==> src/rtl/scspi_pkg.sv <==
// Constants and types shared by the serial controller SPI core
//--------------------------------------------------------------------------
// Behaviour
// - Data register write pushes one transmit byte
// - Data read pops receive byte, clears overrun
// - First instance UART mode updates error flags
// - Master starts on queued data or receive room
// - Role bit selects master or slave
// - Slave underrun sends busy token or repeat
// - Repeat bit applies only when transmitter idle
// - Bit order selects MSB or LSB first
// - Phase selects first or second sample edge
// - Polarity selects rising or falling leading edge
// - Idle flag: FIFO empty, serializer done
// - Space flag: transmit FIFO not full
// - Valid flag: receive FIFO not empty
// - Overrun set on full receive, held until read
// - Rate is base over linear plus one times power of two
// - Exponent field is four bits
//--------------------------------------------------------------------------
package scspi_pkg;

    // Clocking of the serial clock prescaler
    localparam int unsigned CLK_MHZ    = 40;
    localparam int unsigned BASE_MHZ   = 12;
    localparam int unsigned HALF_MHZ   = 2 * BASE_MHZ;
    localparam logic [5:0]  ACC_STEP   = 6'(HALF_MHZ);
    localparam logic [5:0]  ACC_MOD    = 6'(CLK_MHZ);

    // Register offsets, second and first instance
    localparam logic [15:0] C2_DATA    = 16'hc03c;
    localparam logic [15:0] C2_STAT    = 16'hc040;
    localparam logic [15:0] C2_CFG     = 16'hc058;
    localparam logic [15:0] C2_LIN     = 16'hc060;
    localparam logic [15:0] C2_EXP     = 16'hc064;
    localparam logic [15:0] C2_IST     = 16'hc068;
    localparam logic [15:0] C2_IMSK    = 16'hc06c;
    localparam logic [15:0] C1_DATA    = 16'hc83c;
    localparam logic [15:0] C1_STAT    = 16'hc840;
    localparam logic [15:0] C1_CFG     = 16'hc858;
    localparam logic [15:0] C1_LIN     = 16'hc860;
    localparam logic [15:0] C1_EXP     = 16'hc864;
    localparam logic [15:0] C1_IST     = 16'hc868;
    localparam logic [15:0] C1_IMSK    = 16'hc86c;

    // Status bit positions
    localparam int unsigned ST_RXOVF   = 0;
    localparam int unsigned ST_RXVAL   = 1;
    localparam int unsigned ST_TXFREE  = 2;
    localparam int unsigned ST_TXIDLE  = 3;

    // Interrupt event bits
    localparam int unsigned IRQ_W      = 5;
    localparam int unsigned EV_RXVAL   = 0;
    localparam int unsigned EV_TXFREE  = 1;
    localparam int unsigned EV_TXIDLE  = 2;
    localparam int unsigned EV_RXOVF   = 3;
    localparam int unsigned EV_TXUND   = 4;

    // Fifo and byte geometry, reset values
    localparam int unsigned FIFO_AW    = 2;
    localparam logic [2:0]  FIFO_DEPTH = 3'h4;
    localparam logic [7:0]  BUSY_TOKEN = 8'hff;
    localparam logic [3:0]  BIT_COUNT  = 4'h8;
    localparam logic [3:0]  LAST_HALF  = 4'hf;
    localparam logic [31:0] RESET_VAL  = 32'h0000_0000;

    typedef struct packed {
        logic rxdrv;
        logic mst;
        logic rpt;
        logic ord;
        logic pha;
        logic pol;
    } scspi_cfg_t;

    typedef struct packed {
        logic       par;
        logic       frm;
        logic [7:0] data;
    } scspi_rxent_t;

    typedef enum logic [2:0] {
        R_NONE, R_DATA, R_STAT, R_CFG, R_LIN, R_EXP, R_IST, R_IMSK
    } scspi_reg_t;

endpackage

==> src/rtl/scspi_core.sv <==
// SPI core of one serial controller instance with byte FIFOs
//
// The implementer's own choice: strobed register access.
`timescale 1ns/1ps
module scspi_core #(
    parameter bit FIRST_INST = 1'b1
) (
    input  wire logic        clk,
    input  wire logic        reset,
    input  wire logic [15:0] bus_addr,
    input  wire logic [31:0] bus_wdata,
    input  wire logic        bus_we,
    input  wire logic        bus_re,
    output logic      [31:0] bus_rdata_q,
    output logic             irq_q,
    input  wire logic        uart_mode,
    input  wire logic        uart_par_in,
    input  wire logic        uart_frm_in,
    output logic             uart_par_err_q,
    output logic             uart_frm_err_q,
    input  wire logic        spi_sck_in,
    output logic             spi_sck_q,
    output logic             spi_sck_oe_q,
    input  wire logic        spi_din,
    output logic             spi_dout_q,
    output logic             spi_dout_oe_q,
    input  wire logic        spi_sel_n
);

    //----------------------------------------------------------------------
    // Register decode
    //----------------------------------------------------------------------
    function automatic scspi_pkg::scspi_reg_t reg_dec(input logic [15:0] a);
        scspi_pkg::scspi_reg_t r;
        r = scspi_pkg::R_NONE;
        if (a == (FIRST_INST ? scspi_pkg::C1_DATA : scspi_pkg::C2_DATA))
            r = scspi_pkg::R_DATA;
        if (a == (FIRST_INST ? scspi_pkg::C1_STAT : scspi_pkg::C2_STAT))
            r = scspi_pkg::R_STAT;
        if (a == (FIRST_INST ? scspi_pkg::C1_CFG : scspi_pkg::C2_CFG))
            r = scspi_pkg::R_CFG;
        if (a == (FIRST_INST ? scspi_pkg::C1_LIN : scspi_pkg::C2_LIN))
            r = scspi_pkg::R_LIN;
        if (a == (FIRST_INST ? scspi_pkg::C1_EXP : scspi_pkg::C2_EXP))
            r = scspi_pkg::R_EXP;
        if (a == (FIRST_INST ? scspi_pkg::C1_IST : scspi_pkg::C2_IST))
            r = scspi_pkg::R_IST;
        if (a == (FIRST_INST ? scspi_pkg::C1_IMSK : scspi_pkg::C2_IMSK))
            r = scspi_pkg::R_IMSK;
        return r;
    endfunction

    // Bit presented on the data line for the given order
    function automatic logic out_bit(input logic [7:0] s, input logic ord);
        return ord ? s[0] : s[7];
    endfunction

    function automatic logic [7:0] shift_tx(input logic [7:0] s,
                                            input logic ord);
        return ord ? {1'b0, s[7:1]} : {s[6:0], 1'b0};
    endfunction

    scspi_pkg::scspi_reg_t sel;
    scspi_pkg::scspi_cfg_t cfg_q;
    logic [3:0]                 lin_q;
    logic [3:0]                 exp_q;
    logic [scspi_pkg::IRQ_W-1:0] imask_q;
    logic [scspi_pkg::IRQ_W-1:0] istat_q;
    logic [scspi_pkg::IRQ_W-1:0] ev;
    logic        wr_data;
    logic        rd_data;
    logic        rd_stat;

    assign sel     = reg_dec(bus_addr);
    assign wr_data = bus_we && (sel == scspi_pkg::R_DATA);
    assign rd_data = bus_re && (sel == scspi_pkg::R_DATA);
    assign rd_stat = bus_re && (sel == scspi_pkg::R_STAT);

    //----------------------------------------------------------------------
    // Fifos
    //----------------------------------------------------------------------
    logic [7:0]                 tx_mem [2**scspi_pkg::FIFO_AW];
    scspi_pkg::scspi_rxent_t    rx_mem [2**scspi_pkg::FIFO_AW];
    logic [2:0]  tx_wp_q, tx_rp_q, rx_wp_q, rx_rp_q;
    logic [2:0]  tx_cnt, rx_cnt;
    logic        tx_full, tx_empty, rx_full, rx_empty;
    logic        tx_push, tx_pop, rx_push, rx_pop;
    logic [7:0]  tx_head;
    scspi_pkg::scspi_rxent_t rx_head, rx_next;

    assign tx_cnt   = tx_wp_q - tx_rp_q;
    assign rx_cnt   = rx_wp_q - rx_rp_q;
    assign tx_full  = (tx_cnt == scspi_pkg::FIFO_DEPTH);
    assign rx_full  = (rx_cnt == scspi_pkg::FIFO_DEPTH);
    assign tx_empty = (tx_cnt == 3'h0);
    assign rx_empty = (rx_cnt == 3'h0);
    assign tx_head  = tx_mem[tx_rp_q[scspi_pkg::FIFO_AW-1:0]];
    assign rx_head  = rx_mem[rx_rp_q[scspi_pkg::FIFO_AW-1:0]];
    assign rx_next  = rx_mem[2'(rx_rp_q + 3'h1)];
    assign tx_push  = wr_data && !tx_full;
    assign rx_pop   = rd_data && !rx_empty;

    // Transmit fifo storage and pointers
    always_ff @(posedge clk) begin
        if (reset) begin
            tx_wp_q <= 3'h0;
            tx_rp_q <= 3'h0;
        end else begin
            if (tx_push) begin
                tx_mem[tx_wp_q[scspi_pkg::FIFO_AW-1:0]] <= bus_wdata[7:0];
                tx_wp_q <= tx_wp_q + 3'h1;
            end
            if (tx_pop)
                tx_rp_q <= tx_rp_q + 3'h1;
        end
    end

    // Receive fifo storage and pointers
    logic [7:0] rx_byte;
    always_ff @(posedge clk) begin
        if (reset) begin
            rx_wp_q <= 3'h0;
            rx_rp_q <= 3'h0;
        end else begin
            if (rx_push) begin
                rx_mem[rx_wp_q[scspi_pkg::FIFO_AW-1:0]] <=
                    '{par: uart_par_in, frm: uart_frm_in, data: rx_byte};
                rx_wp_q <= rx_wp_q + 3'h1;
            end
            if (rx_pop)
                rx_rp_q <= rx_rp_q + 3'h1;
        end
    end

    //----------------------------------------------------------------------
    // Configuration registers
    //----------------------------------------------------------------------
    always_ff @(posedge clk) begin
        if (reset) begin
            cfg_q   <= scspi_pkg::scspi_cfg_t'(scspi_pkg::RESET_VAL[5:0]);
            lin_q   <= scspi_pkg::RESET_VAL[3:0];
            exp_q   <= scspi_pkg::RESET_VAL[3:0];
            imask_q <= scspi_pkg::RESET_VAL[scspi_pkg::IRQ_W-1:0];
        end else if (bus_we) begin
            if (sel == scspi_pkg::R_CFG)
                cfg_q <= scspi_pkg::scspi_cfg_t'(bus_wdata[5:0]);
            if (sel == scspi_pkg::R_LIN)
                lin_q <= bus_wdata[3:0];
            if (sel == scspi_pkg::R_EXP)
                exp_q <= bus_wdata[3:0];
            if (sel == scspi_pkg::R_IMSK)
                imask_q <= bus_wdata[scspi_pkg::IRQ_W-1:0];
        end
    end

    //----------------------------------------------------------------------
    // Serial clock prescaler
    //----------------------------------------------------------------------
    logic [5:0]  acc_q;
    logic [6:0]  acc_sum;
    logic        base_tick;
    logic [3:0]  lin_cnt_q;
    logic [15:0] exp_cnt_q;
    logic [15:0] exp_max;
    logic        half_tick;
    logic        busy_q;

    assign acc_sum   = {1'b0, acc_q} + {1'b0, scspi_pkg::ACC_STEP};
    assign base_tick = (acc_sum >= {1'b0, scspi_pkg::ACC_MOD});
    assign exp_max   = 16'((17'h1 << exp_q) - 17'h1);
    assign half_tick = base_tick && (lin_cnt_q == lin_q)
                       && (exp_cnt_q == exp_max);

    // Fractional base: half-period ticks at twice the base rate
    always_ff @(posedge clk) begin
        if (reset)
            acc_q <= 6'h0;
        else if (base_tick)
            acc_q <= 6'(acc_sum - {1'b0, scspi_pkg::ACC_MOD});
        else
            acc_q <= acc_sum[5:0];
    end

    // Linear then exponential divide, restarted at each byte
    always_ff @(posedge clk) begin
        if (reset || !busy_q) begin
            lin_cnt_q <= 4'h0;
            exp_cnt_q <= 16'h0;
        end else if (base_tick) begin
            if (lin_cnt_q == lin_q) begin
                lin_cnt_q <= 4'h0;
                exp_cnt_q <= (exp_cnt_q == exp_max) ? 16'h0
                                                    : exp_cnt_q + 16'h1;
            end else begin
                lin_cnt_q <= lin_cnt_q + 4'h1;
            end
        end
    end

    //----------------------------------------------------------------------
    // Shift engine
    //----------------------------------------------------------------------
    logic [7:0] tx_sh_q, rx_sh_q, last_tx_q, load_byte;
    logic [3:0] drv_q, smp_q, half_q;
    logic       sck_prev_q, rpt_eff_q;
    logic       start_ok, load, underrun, tx_idle;
    logic       edge_ev, lead_ev, trail_ev, drive_ev, samp_ev, byte_done;
    logic       slave_off, master_end;

    assign tx_idle  = tx_empty && !busy_q;
    assign start_ok = cfg_q.mst ? (cfg_q.rxdrv ? !rx_full : !tx_empty)
                                : !spi_sel_n;
    assign load     = !busy_q && start_ok;
    assign tx_pop   = load && !tx_empty;
    assign underrun = load && tx_empty && !cfg_q.mst;
    assign load_byte = !tx_empty ? tx_head
                     : (cfg_q.mst || !rpt_eff_q) ? scspi_pkg::BUSY_TOKEN
                     : last_tx_q;
    assign slave_off = !cfg_q.mst && spi_sel_n;

    // Master edges from the prescaler, slave edges from the pin
    assign edge_ev  = busy_q && (cfg_q.mst ? half_tick
                      : (!spi_sel_n && (spi_sck_in != sck_prev_q)));
    assign lead_ev  = edge_ev && (cfg_q.mst ? !half_q[0]
                      : (spi_sck_in != cfg_q.pol));
    assign trail_ev = edge_ev && !lead_ev;
    assign drive_ev = (cfg_q.pha ? lead_ev : trail_ev)
                      && (drv_q == smp_q) && (drv_q < scspi_pkg::BIT_COUNT);
    assign samp_ev  = (cfg_q.pha ? trail_ev : lead_ev)
                      && (smp_q < drv_q);
    assign byte_done  = samp_ev && (smp_q == scspi_pkg::BIT_COUNT - 4'h1);
    assign master_end = cfg_q.mst && half_tick && busy_q
                        && (half_q == scspi_pkg::LAST_HALF);
    assign rx_byte  = cfg_q.ord ? {spi_din, rx_sh_q[7:1]}
                                : {rx_sh_q[6:0], spi_din};
    assign rx_push  = byte_done && !rx_full;

    // Byte framing and bit counters
    always_ff @(posedge clk) begin
        if (reset || slave_off) begin
            busy_q <= 1'b0;
            drv_q  <= 4'h0;
            smp_q  <= 4'h0;
            half_q <= 4'h0;
        end else if (load) begin
            busy_q <= 1'b1;
            drv_q  <= cfg_q.pha ? 4'h0 : 4'h1;
            smp_q  <= 4'h0;
            half_q <= 4'h0;
        end else begin
            if (drive_ev)
                drv_q <= drv_q + 4'h1;
            if (samp_ev)
                smp_q <= smp_q + 4'h1;
            if (cfg_q.mst && half_tick && busy_q)
                half_q <= half_q + 4'h1;
            if (master_end || (!cfg_q.mst && byte_done))
                busy_q <= 1'b0;
        end
    end

    // Transmit serializer and data line
    always_ff @(posedge clk) begin
        if (reset) begin
            tx_sh_q    <= 8'h00;
            spi_dout_q <= 1'b0;
        end else if (load) begin
            tx_sh_q    <= cfg_q.pha ? load_byte
                                    : shift_tx(load_byte, cfg_q.ord);
            if (!cfg_q.pha)
                spi_dout_q <= out_bit(load_byte, cfg_q.ord);
        end else if (drive_ev) begin
            spi_dout_q <= out_bit(tx_sh_q, cfg_q.ord);
            tx_sh_q    <= shift_tx(tx_sh_q, cfg_q.ord);
        end
    end

    // Receive deserializer
    always_ff @(posedge clk) begin
        if (reset)
            rx_sh_q <= 8'h00;
        else if (samp_ev)
            rx_sh_q <= rx_byte;
    end

    // Last byte sent and the repeat mode latched while idle
    always_ff @(posedge clk) begin
        if (reset) begin
            last_tx_q <= 8'h00;
            rpt_eff_q <= 1'b0;
        end else begin
            if (load)
                last_tx_q <= load_byte;
            if (tx_idle)
                rpt_eff_q <= cfg_q.rpt;
        end
    end

    // Serial clock and output enables
    always_ff @(posedge clk) begin
        if (reset) begin
            spi_sck_q     <= 1'b0;
            spi_sck_oe_q  <= 1'b0;
            spi_dout_oe_q <= 1'b0;
            sck_prev_q    <= 1'b0;
        end else begin
            sck_prev_q    <= spi_sck_in;
            spi_sck_oe_q  <= cfg_q.mst;
            spi_dout_oe_q <= cfg_q.mst || !spi_sel_n;
            if (!cfg_q.mst || !busy_q)
                spi_sck_q <= cfg_q.pol;
            else if (half_tick)
                spi_sck_q <= ~spi_sck_q;
        end
    end

    //----------------------------------------------------------------------
    // Status, interrupts and read data
    //----------------------------------------------------------------------
    logic rxovf_q, idle_prev_q;

    // Overrun flag, a new overrun wins over the read clear
    always_ff @(posedge clk) begin
        if (reset)
            rxovf_q <= 1'b0;
        else if (byte_done && rx_full)
            rxovf_q <= 1'b1;
        else if (rd_data)
            rxovf_q <= 1'b0;
    end

    // Error flags of the byte now at the head of the fifo
    always_ff @(posedge clk) begin
        if (reset) begin
            uart_par_err_q <= 1'b0;
            uart_frm_err_q <= 1'b0;
        end else if (FIRST_INST && uart_mode && rd_data) begin
            uart_par_err_q <= (rx_cnt > 3'h1) && rx_next.par;
            uart_frm_err_q <= (rx_cnt > 3'h1) && rx_next.frm;
        end
    end

    assign ev[scspi_pkg::EV_RXVAL]  = rx_push;
    assign ev[scspi_pkg::EV_TXFREE] = tx_pop;
    assign ev[scspi_pkg::EV_TXIDLE] = tx_idle && !idle_prev_q;
    assign ev[scspi_pkg::EV_RXOVF]  = byte_done && rx_full;
    assign ev[scspi_pkg::EV_TXUND]  = underrun;

    // Sticky events, read clears, a new event wins
    always_ff @(posedge clk) begin
        if (reset) begin
            istat_q     <= '0;
            idle_prev_q <= 1'b1;
            irq_q       <= 1'b0;
        end else begin
            idle_prev_q <= tx_idle;
            if (bus_re && (sel == scspi_pkg::R_IST))
                istat_q <= ev;
            else
                istat_q <= istat_q | ev;
            irq_q <= |(istat_q & imask_q);
        end
    end

    // Read data valid only in the cycle after the strobe
    always_ff @(posedge clk) begin
        if (reset || !bus_re) begin
            bus_rdata_q <= scspi_pkg::RESET_VAL;
        end else begin
            bus_rdata_q <= 32'h0;
            unique case (sel)
                scspi_pkg::R_DATA: bus_rdata_q[7:0] <= rx_head.data;
                scspi_pkg::R_STAT: begin
                    bus_rdata_q[scspi_pkg::ST_TXIDLE] <= tx_idle;
                    bus_rdata_q[scspi_pkg::ST_TXFREE] <= !tx_full;
                    bus_rdata_q[scspi_pkg::ST_RXVAL]  <= !rx_empty;
                    bus_rdata_q[scspi_pkg::ST_RXOVF]  <= rxovf_q;
                end
                scspi_pkg::R_CFG:  bus_rdata_q[5:0] <= cfg_q;
                scspi_pkg::R_LIN:  bus_rdata_q[3:0] <= lin_q;
                scspi_pkg::R_EXP:  bus_rdata_q[3:0] <= exp_q;
                scspi_pkg::R_IST:  bus_rdata_q[scspi_pkg::IRQ_W-1:0] <= istat_q;
                scspi_pkg::R_IMSK: bus_rdata_q[scspi_pkg::IRQ_W-1:0] <= imask_q;
                scspi_pkg::R_NONE: bus_rdata_q <= 32'h0;
            endcase
        end
    end
endmodule // scspi_core

==> config.mk <==
export PLATFORM = sky130hd
export DESIGN_NAME = scspi_core
export DESIGN_NICKNAME = d
export VERILOG_FILES = /design/src/rtl/scspi_pkg.sv /design/src/rtl/scspi_core.sv
export SDC_FILE = /design/constraint.sdc
export NUM_CORES = 1
export LEC_CHECK = 0
export BUFFER_PORTS_ARGS = -buffer_cell sky130_fd_sc_hd__buf_4
export CAP_MARGIN = 20
export CORE_ASPECT_RATIO = 1.2
export CORE_UTILIZATION = 50
export CTS_CLUSTER_SIZE = 28
export DETAILED_ROUTE_END_ITERATION = 6
export PLACE_DENSITY = 0.77
export SLEW_MARGIN = 20
export SYNTH_ARGS = -nofsm -noshare
export SYNTH_HDL_FRONTEND = slang
export SYNTH_SLANG_ARGS = --single-unit
==> constraint.sdc <==
create_clock -name clk -period 3.57 [get_ports clk]
set_input_delay 0.714 -clock clk [delete_from_list [all_inputs] [get_ports clk]]
set_output_delay 0.714 -clock clk [all_outputs]
set_load 0.01 [all_outputs]
==> results of run 1 <==
## flip-flops by register name, indices dropped and copies added, names as in the netlist, 5 cells and up, named ones only
register	count
bus_rdata_q	8
rx_sh_q	8
rx_mem	40
istat_q	5
tx_mem	32
cfg_q	6
exp_cnt_q	16
imask_q	5
tx_sh_q	8
last_tx_q	8
## kinds of logic (layout without fill, tap and decap cells)
logic type               count (synthesis)  count (layout)  share of synthesized area, %
AND/OR/NAND/NOR                        337             338                          17.7
AO/OA/AOI/OAI                          192             192                          13.9
flip-flops                             191             191                          47.0
buffers and inverters                  114             157                          5.58
multiplexers                            55              55                          8.13
XOR/XNOR                                42              42                          3.96
adder cells (fa/ha/maj)                 27              27                          3.58
other                                    1              24                        0.0388
## report_power, final
group          switching (mW)  internal, mW  leakage, nW
sequential             0.0363          2.29         1.65
combinational           0.267         0.177         2.10
clock                   0.904          1.00        0.292
## path summary, 6_finish.rpt
| check | slack [ns] | startpoint | to |
|---|---|---|---|
| min reg2reg | 0.47 | rx_sh_q[7] | rx_sh_q[7] |
| max reg2reg | 0.16 | exp_q[2] | rx_mem[1][3] |
| max | 0.16 | exp_q[2] | rx_mem[1][3] |
| min | 0.47 | rx_sh_q[7] | rx_sh_q[7] |
## through the flow
step | worst slack (ns) | setup TNS (ns) | util (%) | power, mW | hold slack (ns)
5_1_grt | -0.0394 | -1.25 | 58.2 | 4.84 | 0.459
3_5_place_dp | 0.0797 | 0 | 54.7 | 2.82 | 0.452
4_1_cts | 0.0428 | 0 | 57.8 | 4.70 | 0.456
3_3_place_gp | 0.122 | 0 | 54.7 | 2.80 | 0.448
6_report | 0.165 | 0 | 58.2 | 4.68 | 0.467
2_1_floorplan | 0.0250 | 0 | - | 2.69 | 0.434
## synthesized netlist by cell type, types with 6 or more instances
| cell type | n | area share [%] |
|---|---|---|
| a211oi_1 | 21 | 1.6 |
| a21oi_1 | 42 | 2.2 |
| a222oi_1 | 6 | 0.62 |
| a22oi_1 | 12 | 0.93 |
| a31oi_1 | 17 | 1.1 |
| and2_1 | 14 | 0.91 |
| and4_1 | 9 | 0.82 |
| buf_1 | 8 | 0.31 |
| buf_4 | 24 | 1.9 |
| clkbuf_1 | 38 | 1.5 |
| dfxtp_1 | 119 | 25 |
| edfxtp_1 | 72 | 22 |
| ha_1 | 26 | 3.4 |
| inv_1 | 36 | 1.4 |
| mux2_2 | 8 | 0.93 |
| mux2i_1 | 29 | 3.0 |
| mux4_2 | 18 | 4.2 |
| nand2_1 | 65 | 2.5 |
| nand2b_1 | 14 | 0.91 |
| nand3_1 | 40 | 2.1 |
| nand4_1 | 17 | 1.1 |
| nor2_1 | 97 | 3.8 |
| nor2b_1 | 14 | 0.91 |
| nor3_1 | 20 | 1.0 |
| nor4_1 | 14 | 0.91 |
| o211ai_1 | 8 | 0.62 |
| o21ai_0 | 26 | 1.3 |
| or3_1 | 7 | 0.45 |
| xnor2_1 | 25 | 2.3 |
| xor2_1 | 16 | 1.5 |
## timing repair
action                     CTS  global route
buffers inserted             0             2
resized for setup            0             9
setup endpoints to repair    0            66
## cell type report
class	count	area share, %
clock buffer	17	3.86
tap	256	2.91
sequential	191	41.3
inverter	37	1.26
multi-input combinational	678	43.2
timing repair buffer	88	6.00
clock inverter	15	1.51
## routing by layer
| layer | track usage [%] | vias to the layer above | wire length [um] |
|---|---|---|---|
| met5 | 0 | - | 0 |
| met4 | 10.3 | 0 | 686 |
| met3 | 4.98 | 57 | 1360 |
| met2 | 40.2 | 300 | 11500 |
| met1 | 30.9 | 3724 | 9560 |
| li1 | - | 3606 | - |
## critical path, cell delays in order, from the launching register on
cell and delay (ns):
dfxtp_1 0.39, nor4_4 0.25, inv_1 0.07, ha_2 0.27, or4_4 0.45, a211oi_2 0.22, a311oi_2 0.08, nor4_1 0.29
buf_4 0.18, nand4_1 0.19, a21oi_4 0.31, and4_4 0.39
==> results.yml, run 1 <==
outcome:
  run_status: "finished clean"
timing:
  worst_pin_slew_ns: 1.02
  maxSlewHeadroom_pct: 31.8
  finalClockSkew_ns: 0.0135
  fin_crit_sh_pct: 95.4
  drv_slew: 0
  rsz0062_at_grt: "yes"
  hold_violations: 0
  setup_violations: 0
  fmax_mhz: 294
  period_needed_ns: 3.41
cells_and_area:
  multiInputGateArea_um2: 4750
  final_common_cell: "dfxtp_1"
  final_cell_count_no_fill: 1282
  fin_area_um2: 11000
  diodes: 0
  regArea_um2: 4540
  finalNetCount: 1098
  area_growth_pct: 14.0
  drive_gt1_share_pct: 16.8
  n_fill_cell: 1584
  final_cell_mix: "119 x dfxtp_1, 97 x nor2_1, 88 x buf_4"
synthesis:
  yosysSeqAreaShare_pct: 47.0
  synth_area_um2: 9660
  synthArstFlopShare_pct: 0
  synthCells: 959
  ys_warn_count: 0
  synthFlopType: "dfxtp_1"
  ys_seq_elements: 191
  yosys.cell_types.count: 75
  synth_edf_count: 72
  avgSynthCellArea_um2: 10.1
clock_tree:
  clkSinkCount: 191
  cts_root_buf: "clkbuf_16"
  cts_buffer_depth: 2
  hold_buffers: 0
  htreeDepth: 4
  cts_tree: "done"
  clkTransAtPathRegs_ns: 0.07
  cts_buffers: 17
  clkLatencyLatePin_ns: 0.44
min_path:
  hold_class: "flop to flop"
  min_delay_path_depth: 2
routing:
  first_pass_iters: 5
  vias: 7687
  wirelength_um: 23100
  ant_nets: 0
  drtIter0Drc: 662
  wl_per_cell_um: 18.0
  drc: 0
  viasPerCell: 6.00
setup_path:
  critical_path_arrival_ns: 3.54
  crit_required_ns: 3.71
  crit_path_end_kind: "flop"
  critPathLaunchType: "flop"
  critPathMaxFanout: 14
  r2r_cells: 11
  worstSetupPathType: "flop to flop"
placement:
  dpl-instance-area_um2: 10300
  io_buffers: 48
  dp.cells: 1247
  routabilityCongestion: 0.835
  dp_hpwl_um: 16200
floorplan:
  start_util_pct: 51.0
  die_h_um: 154
  num_rows: 55
  die_w_um: 129
  coreArea_um2: 18900
  die-area_um2: 19900
  io_pins: 97
global_routing:
  grt-ovfl-total: 0
  grt_pass1_wl_um: 37300
  grt_max_degree: 48
  grt_pass1_vias: 7321
  track_usage_pct: 24.3
  antenna_found_initial: 0
power:
  cellPowerDensity_nw_per_um2: 425
  p_leak_nw: 4.04
  vdd_drop_max_mv: 0.347
flow_run:
  maxCapViolCount: 0
Power figures use the tool's default switching activity.
==> run 2: changes to the inputs <==
==> constraint.sdc (replaced) <==
create_clock -name clk -period 2.95 [get_ports clk]
set_input_delay 0.59 -clock clk [delete_from_list [all_inputs] [get_ports clk]]
set_output_delay 0.59 -clock clk [all_outputs]
set_load 0.01 [all_outputs]
==> results.yml, run 2 (synthesis results as in run 1) <==
setup_path:
  slowest_delay_ns: 0.45
  path_delay_family: "simple AND/OR/NAND/NOR gates"
  worstSetupPathType: "flop to flop"
  crit_slowest_cell: "or4_4"
  crit_chain: "nor4_4, inv_1, ha_4, or4_4, a211oi_4, a311oi_2, nor4_2, nand4_1, buf_6, a21oi_4, buf_12, and4_4"
  critPathMaxFanout: 6
  critPathLaunchType: "flop"
  critPathBufInv: 3
  crit_required_ns: 3.10
  crit_path_end_kind: "flop"
  critical_path_arrival_ns: 3.36
clock_tree:
  clkSinkCount: 191
  cts_buffer_depth: 2
  clkTransAtPathRegs_ns: 0.08
  clkLatencyLatePin_ns: 0.44
  hold_buffers: 0
  cts_buffers: 17
  cts_tree: "done"
  htreeDepth: 4
  cts_root_buf: "clkbuf_16"
floorplan:
  die_w_um: 129
  die_h_um: 154
  num_rows: 55
  coreArea_um2: 18900
  die-area_um2: 19900
  io_pins: 97
  start_util_pct: 51.0
routing:
  drc: 0
  vias: 8015
  wl_per_cell_um: 18.9
  first_pass_iters: 7
  ant_nets: 0
  viasPerCell: 5.98
  drtIter0Drc: 807
  wirelength_um: 25400
global_routing:
  grt_pass1_wl_um: 39600
  grt_max_degree: 39
  grt_pass1_vias: 7735
  antenna_found_initial: 0
  track_usage_pct: 25.9
  grt-ovfl-total: 0
flow_run:
  maxCapViolCount: 0
timing:
  rsz0062_at_grt: "yes"
  fin_crit_sh_pct: 109
  period_needed_ns: 3.21
  setup_slack_ns: -0.261
  drv_slew: 0
  fmax_mhz: 311
  worst_pin_slew_ns: 0.936
  hold_violations: 0
  setup_violations: 71
  tns_ns: -13.57
  maxSlewHeadroom_pct: 37.5
  finalClockSkew_ns: 0.00842
power:
  power_mw: 5.78
  p_leak_nw: 4.44
  cellPowerDensity_nw_per_um2: 482
  vdd_drop_max_mv: 0.486
placement:
  io_buffers: 48
  dp_hpwl_um: 16800
  post-place-ws_ns: -0.391
  routabilityCongestion: 0.857
cells_and_area:
  final_cell_mix: "121 x buf_4, 116 x dfxtp_1, 83 x nor2_1"
  finalNetCount: 1156
  n_fill_cell: 1429
  drive_gt1_share_pct: 26.6
  area_growth_pct: 24.1
  diodes: 0
  largest_reg_flops: 40
  final_common_cell: "buf_4"
  fin_util_pct: 63.3
outcome:
  violations: "setup timing"
  run_status: "finished with violations"
min_path:
  hold_class: "primary input to flop"
[run 2: cell types whose count changed in the layout (fill, tap and decap cells not counted), moves of 7 or more]
cell	before	now
a211oi_1	19	10
a211oi_2	3	11
buf_4	88	121
buf_6	0	15
nor2_1	97	83
nor2_4	0	10
o21ai_0	26	19
[run 2: power by group]
| part | leakage, nW | switching [mW] | internal, mW |
|---|---|---|---|
| Clock | 0.296 | 1.13 | 1.22 |
| Sequential | 1.65 | 0.0441 | 2.77 |
| Combinational | 2.49 | 0.360 | 0.248 |
[run 2: layout make-up]
cell class / count / area (um2) / share of cell area (%)
clock buffer: 17 / 425 / 3.55
clock inverter: 15 / 183 / 1.52
inverter: 37 / 139 / 1.16
multi-input combinational: 681 / 5140 / 42.9
sequential: 191 / 4550 / 38.0
tap: 256 / 320 / 2.67
timing repair buffer: 143 / 1230 / 10.2
[run 2: what timing repair did]
item                       4_1_cts  5_1_grt
resized for setup               35       77
pin swaps                       27       34
setup endpoints to repair       91      106
buffers inserted                10       12
cloned                           4        3
[run 2: through the flow]
step | area, um2 | std cells | hold slack (ns)
final | 12000 | 1340 | 0.346
after floorplan | 9840 | 982 | 0.434
after CTS | 11500 | 1326 | 0.331
after global placement | 10600 | 1280 | 0.446
after global routing | 12000 | 1340 | 0.342
after detailed placement | 10600 | 1280 | 0.457
[run 2: worst paths after layout]
kind	slack (ns)	startpoint	end	cells after the start
hold reg to reg	0.48	last_tx_q[3]	last_tx_q[3]	2
setup reg to reg	-0.26	exp_q[0]	rx_mem[0][7]	12
hold / removal	0.35	bus_wdata[7]	tx_mem[3][7]	1
setup / recovery	-0.26	exp_q[0]	rx_mem[0][7]	12
[run 2: routing by layer]
| metal | vias up | global-route usage (%) | part of all wire, % |
|---|---|---|---|
| met2 | 321 | 45.4 | 51 |
| met4 | 0 | 14.3 | 4.4 |
| li1 | 3728 | - | - |
| met5 | - | 0 | 0 |
| met1 | 3886 | 30.6 | 39 |
| met3 | 80 | 3.46 | 5.1 |
==> run 3: changes to the inputs <==
--- a/config.mk
+++ b/config.mk
@@ -9,9 +9,11 @@
 export CAP_MARGIN = 20
 export CORE_ASPECT_RATIO = 1.2
 export CORE_UTILIZATION = 50
+export CTS_BUF_LIST = sky130_fd_sc_hd__clkbuf_16
 export CTS_CLUSTER_SIZE = 28
 export DETAILED_ROUTE_END_ITERATION = 6
 export PLACE_DENSITY = 0.77
+export SKIP_LAST_GASP = 1
 export SLEW_MARGIN = 20
 export SYNTH_ARGS = -nofsm -noshare
 export SYNTH_HDL_FRONTEND = slang
==> results.yml, run 3 (synthesis results as in run 1) <==
setup_path:
  r2r_cells: 12
  worstSetupPathType: "flop to flop"
  critPathLaunchType: "flop"
  rrSetupSlack_ns: -0.26
  crit_path_end_kind: "flop"
  critical_path_arrival_ns: 3.36
  rr_endpoint: "rx_mem[0][7]"
  critPathMaxFanout: 6
  crit_required_ns: 3.10
  worst_r2r_startpoint: "exp_q[0]"
power:
  p_seq_share_pct: 48.8
  p_sw_mw: 1.54
  vdd_drop_max_mv: 0.483
  swShare_pct: 26.6
  power_mw: 5.78
  p_leak_nw: 4.44
  cellPowerDensity_nw_per_um2: 482
  clkPwrFrac_pct: 40.7
  internal-power_mw: 4.24
  power.share.combinational_pct: 10.5
placement:
  dp_hpwl_um: 16800
  io_buffers: 48
  routabilityCongestion: 0.857
  dp.cells: 1280
routing:
  ant_nets: 0
  vias: 8017
  wirelength_um: 25400
  drc: 0
  drtIter0Drc: 776
  wl_per_cell_um: 18.9
  first_pass_iters: 6
  viasPerCell: 5.98
outcome:
  run_status: "finished with violations"
  violations: "setup timing"
clock_tree:
  htreeDepth: 4
  cts_buffer_depth: 2
  cts_tree: "done"
  clkTransAtPathRegs_ns: 0.08
  clkLatencyLatePin_ns: 0.44
  cts_root_buf: "clkbuf_16"
  hold_buffers: 0
  clkSinkCount: 191
  cts_buffers: 17
timing:
  worst_pin_slew_ns: 0.913
  finalClockSkew_ns: 0.00862
  setup_slack_ns: -0.262
  period_needed_ns: 3.21
  hold_violations: 0
  fin_crit_sh_pct: 109
  maxSlewHeadroom_pct: 39.1
  drv_slew: 0
  fmax_mhz: 311
  rsz0062_at_grt: "yes"
  setup_violations: 71
cells_and_area:
  final_common_cell: "buf_4"
  diodes: 0
  drive_gt1_share_pct: 26.4
  final_cell_count_no_fill: 1340
  largest_reg_flops: 40
  final_cell_mix: "122 x buf_4, 116 x dfxtp_1, 83 x nor2_1"
  finalNetCount: 1156
  n_fill_cell: 1433
  area_growth_pct: 23.9
floorplan:
  num_rows: 55
  coreArea_um2: 18900
  die_h_um: 154
  io_pins: 97
  die_w_um: 129
  die-area_um2: 19900
  start_util_pct: 51.0
global_routing:
  antenna_found_initial: 0
  grt_max_degree: 39
  grt-ovfl-total: 0
  track_usage_pct: 25.9
  grt_pass1_vias: 7735
  grt_pass1_wl_um: 39600
min_path:
  hold_start: "bus_wdata[7]"
  hold_class: "primary input to flop"
  min_delay_path_depth: 1
  worstHoldEndpoint: "tx_mem[0][7]"
flow_run:
  maxCapViolCount: 0
==> run 3: changes by cell type in the layout (fill, tap and decap cells not counted) <==
cell / before / now
buf_4: 121 / 122
or3_4: 3 / 1
or3_1: 4 / 6
buf_6: 15 / 14
==> run 3: power by group through the flow <==
| stage | clock network (mW) | registers [mW] | logic [mW] |
|---|---|---|---|
| 4_1_cts | 2.38 | 2.81 | 0.548 |
| 3_5_place_dp | 0 | 2.88 | 0.541 |
| 3_3_place_gp | 0 | 2.87 | 0.532 |
| 5_1_grt | 2.46 | 2.82 | 0.664 |
| 2_1_floorplan | 0 | 2.86 | 0.396 |
| 6_report | 2.35 | 2.82 | 0.607 |
==> run 3: final cells by class <==
class                           count  area (um2)  area share (%)
Clock buffer                       17         425            3.55
Clock inverter                     15         183            1.53
Inverter                           37         139            1.16
Multi-Input combinational cell    681        5130            42.9
Sequential cell                   191        4550            38.0
Tap cell                          256         320            2.68
Timing Repair Buffer              143        1220            10.2
==> run 3: worst max-delay path by stage <==
stage / from / end / slack (ns) / cells after the start
after global routing: exp_q[0] / rx_mem[0][7] / -0.34 / 12
after floorplan: exp_q[2] / rx_mem[1][0] / -0.37 / 13
after detailed placement: exp_q[3] / rx_mem[1][9] / -0.39 / 11
after CTS: exp_q[0] / rx_mem[0][7] / -0.23 / 12
final: exp_q[0] / rx_mem[0][7] / -0.26 / 12
after global placement: exp_q[3] / rx_mem[3][8] / -0.30 / 11
==> run 3: timing repair <==
| item | in CTS | in global routing |
|---|---|---|
| cloned | 4 | 3 |
| resized for setup | 35 | 74 |
| pin swaps | 27 | 34 |
| endpoints found under the setup margin | 91 | 106 |
| setup buffers | 10 | 12 |
| endpoints found under the hold margin | 0 | 0 |
==> run 3: per-stage QoR <==
step / area [um2] / hold WS [ns] / util [%] / TNS [ns] / worst slack [ns]
global route: 12000 / 0.342 / 63.3 / -21.49 / -0.344
floorplan: 9840 / 0.434 / - / -16.72 / -0.370
CTS: 11500 / 0.331 / 60.8 / -11.59 / -0.231
global placement: 10600 / 0.446 / 56.2 / -16.94 / -0.300
finish: 12000 / 0.345 / 63.3 / -13.52 / -0.262
detailed placement: 10600 / 0.457 / 56.2 / -24.08 / -0.391
==> run 3: routing by layer <==
metal / vias up / routed length [um] / global-route usage, %
met1: 3869 / 9920 / 30.6
li1: 3729 / - / -
met4: 0 / 1130 / 14.3
met5: - / 0 / 0
met3: 91 / 1290 / 3.46
met2: 328 / 13000 / 45.4
==> run 3: critical path, stage by stage (launching register included) <==
cell and delay [ns]:
dfxtp_4 0.36, nor4_4 0.29, inv_1 0.11, ha_4 0.21
or4_4 0.45, a211oi_4 0.22, a311oi_2 0.07, nor4_2 0.25
nand4_1 0.16, buf_6 0.17, a21oi_4 0.18, buf_12 0.14
and4_4 0.29
